## src/common/djp_pkg.sv

```systemverilog
// package for the dual joystick port: constants and carrier types
package djp_pkg;
    // ****************************************
    // configuration indices and register
    // ****************************************
    localparam logic [7:0] DJP_CFG_BASE_HI_IDX = 8'h60;
    localparam logic [7:0] DJP_CFG_BASE_LO_IDX = 8'h61;
    localparam logic [15:0] DJP_STATE_OFFSET = 16'h0000;
    localparam logic [7:0] DJP_STATE_RESET = 8'h00;
    localparam logic [15:0] DJP_BASE_RESET = 16'h0000;
    localparam int DJP_PWR_STICK_BIT = 2;
    localparam logic [7:0] DJP_PWR_RESET = 8'h00;

    // ****************************************
    // carrier types
    // ****************************************
    // one bit per button: [0] stick1 button1, [1] stick1 button2, [2] stick2 button1, [3] stick2 button2
    typedef struct packed {
        logic stick2_button2;
        logic stick2_button1;
        logic stick1_button2;
        logic stick1_button1;
    } djp_buttons_s;

    typedef struct packed {
        logic [7:0] index;
        logic [7:0] data;
        logic wr;
    } djp_cfg_wr_s;

    typedef struct packed {
        logic [15:0] addr;
        logic rd;
        logic wr;
    } djp_io_s;
endpackage : djp_pkg

```

## src/verilog/djp_top.sv

```systemverilog
// dual joystick port: io decode, axis one-shots, buttons, config shadows
// How it works
// - two sticks, each with x and y axis timers and two buttons
// - an io write at the base while activate is set restarts every axis pin and output
// - restart happens when the write strobe deasserts, not when it asserts
// - an axis clears its bit and discharges its pin at threshold
// - read gives buttons in bits 7..4 and axis outputs in bits 3..0
// - eight-bit read-only register; written data is dropped
// - register reads zero after power-on reset
// - io read at base is a state read, io write is a restart
// - base address high byte from index 0x60, low byte from 0x61
// - no decode at the base while activate is clear
// - power control bit 2 and activate bit always mirror each other
module djp_top (
    input wire logic clk_i,
    input wire logic arst_n_i,
    input wire djp_pkg::djp_io_s io_i,
    output logic [7:0] io_rdata_o,
    output logic io_rvalid_o,
    input wire djp_pkg::djp_cfg_wr_s cfg_i,
    input wire logic activate_wr_i,
    input wire logic activate_data_i,
    input wire logic pwr_wr_i,
    input wire logic [7:0] pwr_data_i,
    output logic [15:0] base_addr_o,
    output logic activate_o,
    output logic [7:0] power_control_config_o,
    input wire logic [3:0] axis_threshold_i,
    input wire djp_pkg::djp_buttons_s buttons_i,
    output logic [3:0] axis_timing_pins_discharge_o,
    output logic [3:0] axis_timer_outputs_o
);
    import djp_pkg::*;

    // ****************************************
    // configuration shadows
    // ****************************************
    logic [15:0] base_reg;
    logic [7:0] pwr_reg;

    always_ff @(posedge clk_i or negedge arst_n_i) begin
        if (!arst_n_i) begin
            base_reg <= DJP_BASE_RESET;
        end else if (cfg_i.wr && cfg_i.index == DJP_CFG_BASE_HI_IDX) begin
            base_reg[15:8] <= cfg_i.data;
        end else if (cfg_i.wr && cfg_i.index == DJP_CFG_BASE_LO_IDX) begin
            base_reg[7:0] <= cfg_i.data;
        end
    end

    // activate and power bit share one flop, so each write shows in both; a power write overrides a same-cycle activate write
    always_ff @(posedge clk_i or negedge arst_n_i) begin
        if (!arst_n_i) begin
            pwr_reg <= DJP_PWR_RESET;
        end else if (pwr_wr_i) begin
            pwr_reg <= pwr_data_i;
        end else if (activate_wr_i) begin
            pwr_reg[DJP_PWR_STICK_BIT] <= activate_data_i;
        end
    end

    always_ff @(posedge clk_i or negedge arst_n_i) begin
        if (!arst_n_i) begin
            base_addr_o <= DJP_BASE_RESET;
        end else begin
            base_addr_o <= base_reg;
        end
    end

    always_ff @(posedge clk_i or negedge arst_n_i) begin
        if (!arst_n_i) begin
            power_control_config_o <= DJP_PWR_RESET;
        end else begin
            power_control_config_o <= pwr_reg;
        end
    end

    always_ff @(posedge clk_i or negedge arst_n_i) begin
        if (!arst_n_i) begin
            activate_o <= 1'b0;
        end else begin
            activate_o <= pwr_reg[DJP_PWR_STICK_BIT];
        end
    end

    // ****************************************
    // pin synchronisers
    // ****************************************
    logic [3:0] thr_meta_reg;
    logic [3:0] thr_sync_reg;
    logic [3:0] btn_meta_reg;
    logic [3:0] btn_sync_reg;

    // two stages before anything reads a pin
    always_ff @(posedge clk_i or negedge arst_n_i) begin
        if (!arst_n_i) begin
            thr_meta_reg <= 4'h0;
            thr_sync_reg <= 4'h0;
        end else begin
            thr_meta_reg <= axis_threshold_i;
            thr_sync_reg <= thr_meta_reg;
        end
    end

    always_ff @(posedge clk_i or negedge arst_n_i) begin
        if (!arst_n_i) begin
            btn_meta_reg <= 4'h0;
            btn_sync_reg <= 4'h0;
        end else begin
            btn_meta_reg <= buttons_i;
            btn_sync_reg <= btn_meta_reg;
        end
    end

    // ****************************************
    // io decode
    // ****************************************
    // one-hot strobe tracker; illegal codes fall back to idle
    typedef enum logic [1:0] {
        STROBE_IDLE = 2'b01,
        STROBE_HELD = 2'b10
    } djp_strobe_e;

    logic hit;
    logic wr_seen;
    logic restart;
    djp_strobe_e strobe_reg;
    djp_strobe_e strobe_next;

    assign hit = pwr_reg[DJP_PWR_STICK_BIT] && (io_i.addr == base_reg + DJP_STATE_OFFSET);
    assign wr_seen = io_i.wr && hit;

    always_ff @(posedge clk_i or negedge arst_n_i) begin
        if (!arst_n_i) begin
            strobe_reg <= STROBE_IDLE;
        end else begin
            strobe_reg <= strobe_next;
        end
    end

    // restart only when a held decoded write strobe drops
    always_comb begin
        strobe_next = strobe_reg;
        restart = 1'b0;
        unique case (strobe_reg)
            STROBE_IDLE: begin
                if (wr_seen) begin
                    strobe_next = STROBE_HELD;
                end
            end
            STROBE_HELD: begin
                if (!wr_seen) begin
                    strobe_next = STROBE_IDLE;
                    restart = 1'b1;
                end
            end
            default: begin
                strobe_next = STROBE_IDLE;
            end
        endcase
    end

    // ****************************************
    // axis one-shots
    // ****************************************
    logic [3:0] axis_reg;

    generate
        for (genvar g = 0; g < 4; g++) begin : g_axis
            always_ff @(posedge clk_i or negedge arst_n_i) begin
                if (!arst_n_i) begin
                    axis_reg[g] <= 1'b0;
                end else if (restart) begin
                    axis_reg[g] <= 1'b1;
                end else if (thr_sync_reg[g]) begin
                    axis_reg[g] <= 1'b0;
                end
            end
        end
    endgenerate

    // discharge held while output low, released on restart
    always_ff @(posedge clk_i or negedge arst_n_i) begin
        if (!arst_n_i) begin
            axis_timing_pins_discharge_o <= 4'hf;
        end else begin
            axis_timing_pins_discharge_o <= ~axis_reg;
        end
    end

    always_ff @(posedge clk_i or negedge arst_n_i) begin
        if (!arst_n_i) begin
            axis_timer_outputs_o <= 4'h0;
        end else begin
            axis_timer_outputs_o <= axis_reg;
        end
    end

    // ****************************************
    // read port
    // ****************************************
    logic [7:0] state_word;

    assign state_word = {btn_sync_reg, axis_reg};

    always_ff @(posedge clk_i or negedge arst_n_i) begin
        if (!arst_n_i) begin
            io_rvalid_o <= 1'b0;
        end else begin
            io_rvalid_o <= io_i.rd && hit;
        end
    end

    // idle cycles drive zero so a stale word never lingers on the bus
    always_ff @(posedge clk_i or negedge arst_n_i) begin
        if (!arst_n_i) begin
            io_rdata_o <= DJP_STATE_RESET;
        end else if (io_i.rd && hit) begin
            io_rdata_o <= state_word;
        end else begin
            io_rdata_o <= DJP_STATE_RESET;
        end
    end
endmodule : djp_top
```

## config.mk

```make
export PLATFORM = sky130hd
export DESIGN_NAME = djp_top
export DESIGN_NICKNAME = d
export VERILOG_FILES = /design/src/common/djp_pkg.sv /design/src/verilog/djp_top.sv
export SDC_FILE = /design/constraint.sdc
export NUM_CORES = 1
export LEC_CHECK = 0
export BUFFER_PORTS_ARGS = -buffer_cell sky130_fd_sc_hd__buf_2
export CORE_MARGIN = 2
export CORE_UTILIZATION = 49
export CTS_CLUSTER_DIAMETER = 120
export DETAILED_ROUTE_END_ITERATION = 10
export PLACE_DENSITY = 0.82
export SETUP_SLACK_MARGIN = 0.05
export SYNTH_ARGS = -nofsm -noshare
export SYNTH_HDL_FRONTEND = slang
export SYNTH_SLANG_ARGS = --single-unit
```

## constraint.sdc

```tcl
create_clock -name clk_i -period 2.02 [get_ports clk_i]
set_input_delay 0.202 -clock clk_i [delete_from_list [all_inputs] [get_ports clk_i]]
set_output_delay 0.202 -clock clk_i [all_outputs]
set_load 0.01 [all_outputs]
```

==> Yosys cells after proc, flatten, opt, wreduce, memory -nomap -nowiden <==
Index checks and enable logic that the tools add are counted.
{ "op_classes": {"order_cmp": 0, "n_eq_ne": 7, "multipliers": 0, "n_reduce_logical": 12, "addsub": 0, "muxes": 16, "shifts": 0, "div_mod_pow": 0, "n_bitwise": 2} }
{ "op_table": {"columns": ["cell", "count"], "rows": [
  ["16-bit == test", 1],
  ["8-bit by 7-bit == test with 1-bit output (second input constant)", 2],
  ["1-bit two-way mux", 12],
  ["2-bit nonzero test", 5],
  ["8-bit two-way mux", 1],
  ["1-bit logical AND", 5],
  ["2-bit two-way mux", 2],
  ["2-bit inequality test (second input constant)", 2],
  ["4-bit inverter", 1],
  ["2-bit one-hot mux with 2 select lines", 1],
  ["2-bit AND reduction", 2],
  ["2-bit by 1-bit == test with 1-bit output (second input constant)", 1],
  ["2-bit == test (second input constant)", 1],
  ["1-bit inverter", 1]
]} }
{ "word_totals": {"in_bits": 56, "ramBits": 0, "romBits": 0, "word_cells": 57, "latchBits": 0, "regBits": 88, "output_inout_bits": 42, "memories": 0} }

==> Longest topological paths before layout <==
{ "logic_depth": {"depth_word": 6, "mapped_depth": 5, "mapped_depth_nobuf": 4} }

==> Least setup slack after synthesis <==
No wires, ideal clock.
{ "synth_path": {"kind": "reg-to-reg", "startpoint": "register base_reg[4]", "endpoint": "register axis_reg[1]", "path_slack_ns": 0.526, "path_stages_with_launch": 5, "t_required_ns": 1.894, "n_path_buf": 0, "period_less_slack_ns": 1.494, "t_arrival_ns": 1.368, "path_cell_list": "dfrtp_1 > xor2_1 > nor4_2 > nand4_2 > o31a_2"} }
{ "synth_via": {"elab_chain_cells": 6, "word_cells_on_any_way": 7, "cone_classes": "eq/ne (1); mux (3); reduce/logical (3)"} }
{ "synth_rtl": {"columns": ["element", "line", "text"], "rows": [
  ["start: declaration", "djp_top.sv:38", "logic [15:0] base_reg;"],
  ["start signal: assignment", "djp_top.sv:47", "base_reg[7:0] <= cfg_i.data;"],
  ["16-bit == test *", "djp_top.sv:130", "assign hit = pwr_reg[DJP_PWR_STICK_BIT] && (io_i.addr == base_reg + DJP_STATE_OFFSET);"],
  ["1-bit logical AND *", "djp_top.sv:130", null],
  ["1-bit logical AND *", "djp_top.sv:131", "assign wr_seen = io_i.wr && hit;"],
  ["1-bit two-way mux *", "djp_top.sv:152", "if (!wr_seen) begin"],
  ["1-bit two-way mux *", "djp_top.sv:145", "unique case (strobe_reg)"],
  ["1-bit two-way mux / 2-bit nonzero test (equally long branches)", null, null],
  ["end signal: indexed assignment", "djp_top.sv:172", "axis_reg[g] <= 1'b0;"],
  ["end signal: indexed assignment", "djp_top.sv:174", "axis_reg[g] <= 1'b1;"],
  ["end signal: indexed assignment", "djp_top.sv:176", "axis_reg[g] <= 1'b0;"],
  ["end: declaration", "djp_top.sv:166", "logic [3:0] axis_reg;"]
]} }
Every way passes the cells marked *; elsewhere a longest branch is shown, timed or not.
A chain may end at the register's enable or synchronous reset.

==> Worst setup path in the final report <==
{ "layout_path": {"startpoint": "register base_reg[4]", "endpoint": "register io_rdata_o[2]"} }
{ "layout_via": {"elab_chain_cells": 4} }
{ "layout_rtl": {"columns": ["element", "line", "text"], "rows": [
  ["16-bit == test", "djp_top.sv:130", null],
  ["1-bit logical AND", "djp_top.sv:130", null],
  ["1-bit logical AND", "djp_top.sv:218", "end else if (io_i.rd && hit) begin"],
  ["8-bit two-way mux", "djp_top.sv:218", null],
  ["end signal: assignment", "djp_top.sv:219", "io_rdata_o <= state_word;"],
  ["end: declaration", "djp_top.sv:18", "output logic [7:0] io_rdata_o,"]
]} }
No other way between the ends.

==> impl_metrics.toml <==
[floorplanning]
die_y_um = 82.0
initial_utilization_pct = 50.7
ios = 98
die-area_um2 = 6730
die_w_um = 82.0
fp-row-count = 28
core-area_um2 = 5890

[route]
via_per_inst = 4.79
antenna_left = 0
wl_um = 5280
wl_per_cell_um = 13.9
num_vias = 1820
drc = 0
first_pass_iters = 4
drt_iter0_drc = 75

[pwr]
ir_drop_mv = 0.530
power_density_nw_per_um2 = 879
p_leak_nw = 2.05

[placement]
dpl_cell_area_um2 = 3580
gp_congestion = 0.800
io_buffers = 97
post-place-ws_ns = 0.145
dp_hpwl_um = 3870

[hold_path]
min_path_type = "in -> reg"

[critical_path]
cpPeakStageDelay_ns = 0.41
cp-end-kind = "flip-flop"
crit_top_cell = "nor4_2"
slowest_stage = "dfrtp_1"
cp_cell_sequence = "xor2_1, nor4_2, nand4_2, buf_4, nor4_2"
critPathArrivalTime_ns = 2.02
cp_top_family = "simple AND/OR/NAND/NOR gates"
start_kind = "flip-flop"
crit_type = "reg -> reg"
cp_num_buf_inv = 1
critPathRequiredTime_ns = 2.26
crit_fanout = 9

[finish]
fin_area_um2 = 3910
most-common-layout-cells = "buf_2 (96), dfrtp_1 (82), mux2_2 (23)"
drive_gt1_share_pct = 52.5
area_growth_pct = 31.1
diodes = 0
nFillCells = 446
final_common_cell = "buf_2"
fin_nets = 356

[clock_network]
cts_tree = "done"
cts_root_buf = "clkbuf_8"
clock-sinks = 87
cts_resized = 0
htreeDepth = 3
clockBufferDepth = 2
numCtsBuffers = 9
clk_latency_ns = 0.34
clk_pin_slew_worst_paths_ns = 0.09

[timing]
finClkSkew_ns = 0.0123
period_share_pct = 88.1
setup_ws_ns = 0.241
hold_viol_final = 0
fin_setup_tns_ns = 0
rsz0062_at_grt = "false"
maxSlewViolCount = 0
post-route-min-period_ns = 1.78
setup_viol = 0
maxSlewHeadroom_pct = 70.5
fmax_mhz = 562
worst-slew-pin-transition_ns = 0.443

[synthesis]
yosysSeqAreaShare_pct = 73.2
netlist_area_um2 = 2980
synthArstFlopShare_pct = 100
synth_cell_type_count = 25
yosys_register_bits = 87
synth_edf_count = 0
yosys-top-cells-area = "dfrtp_1 (69%), mux2_2 (8.7%), dfstp_2 (4.4%), xor2_1 (3.8%), nor4_2 (3.8%)"
yosys_most_used_dff = "dfrtp_1"
yosys_warnings = 0
syn_nets = 238
synth_top_area_share_pct = 68.8
synthCells = 182
syn_area_per_cell_um2 = 16.4
synth.largest_area_cell = "dfrtp_1"

[global_route]
antenna_found_initial = 0
grt_pass1_vias = 1858
grtUsageTotal_pct = 17.8
grt_max_degree = 62
grt_overflow = 0
grt_pass1_wl_um = 8670

[status]
status = "completed"

[flow_run]
maxCapViolations = 0
-- where the power goes --
part / internal, mW / switching, mW
combinational: 0.121 / 0.120
sequential: 1.82 / 0.0343
clock: 0.769 / 0.574
total: 2.71 / 0.728
-- metrics by stage --
stage | power, mW | hold WS, ns | util (%) | std cells
after global routing | 3.59 | 0.0733 | 66.4 | 380
after CTS | 3.48 | 0.0767 | 66.3 | 379
after detailed placement | 2.12 | 0.139 | 60.8 | 354
after global placement | 2.11 | 0.131 | 60.8 | 354
final | 3.44 | 0.0892 | 66.4 | 380
after floorplan | 1.97 | -0.0936 | - | 182
-- cell families (layout without fill, tap and decap cells) --
group,count (synthesis),after routing,share of synthesized area [%]
xor gates and xnor gates,17,17,4.99
DFF,87,87,73.2
and+or+nand+nor,35,35,9.06
AOI/OAI and AO/OA,5,5,1.43
buffers and inverters,14,137,2.31
muxes,24,24,9.02
-- worst register-to-register path: cells and delay by family, from the launching register on --
| family | cells | cell delay [ns] |
|---|---|---|
| and+or+nand+nor | 3 | 0.82 |
| xor gates and xnor gates | 1 | 0.18 |
| DFF | 1 | 0.41 |
| buffers and inverters | 1 | 0.26 |
-- path summary, 6_finish.rpt --
check                                 from                              end  slack (ns)  depth (start not counted)
min in group asynchronous         arst_n_i                      base_reg[3]        0.32                          2
max reg2reg                    base_reg[4]                    io_rdata_o[2]        0.24                          5
min reg2reg                thr_meta_reg[0]                  thr_sync_reg[0]        0.35                          0
min                          pwr_data_i[2]                       pwr_reg[2]        0.09                          3
max in group asynchronous         arst_n_i  axis_timing_pins_discharge_o[1]        1.04                          3
max                            base_reg[4]                    io_rdata_o[2]        0.24                          5
-- synthesized netlist by cell type (2+ instances only) --
master	number
nand2_1	10
nand4_1	2
mux2_2	23
xnor2_1	4
dfstp_2	5
o31a_1	2
nor3_2	2
nor4_1	3
xor2_1	13
buf_4	2
nor4_2	9
dfrtp_1	82
nand2b_1	5
o31a_2	2
inv_1	8
-- per-layer routing --
layer	part of all wire (%)	track usage (%)	routed length, um	up-vias
met5	0	0	0	-
met4	2.6	9.83	140	0
met3	4.4	3.63	232	11
met2	53	30.2	2820	51
met1	40	21.1	2090	908
li1	-	-	-	850
-- final cells by class --
| class | count | area [um2] | area share [%] |
|---|---|---|---|
| Clock inverter | 4 | 77.6 | 1.98 |
| Inverter | 9 | 33.8 | 0.864 |
| Multi-Input combinational cell | 81 | 731 | 18.7 |
| Clock buffer | 12 | 155 | 3.97 |
| Timing Repair Buffer | 112 | 636 | 16.3 |
| Sequential cell | 87 | 2180 | 55.8 |
| Tap cell | 75 | 93.8 | 2.40 |
-- timing repair --
item	in CTS	in global routing
hold buffers	9	0
setup buffers	0	1
endpoints found under the hold margin	34	0
setup endpoints to repair	0	7
No activity file was read; power rests on OpenSTA's default activity.
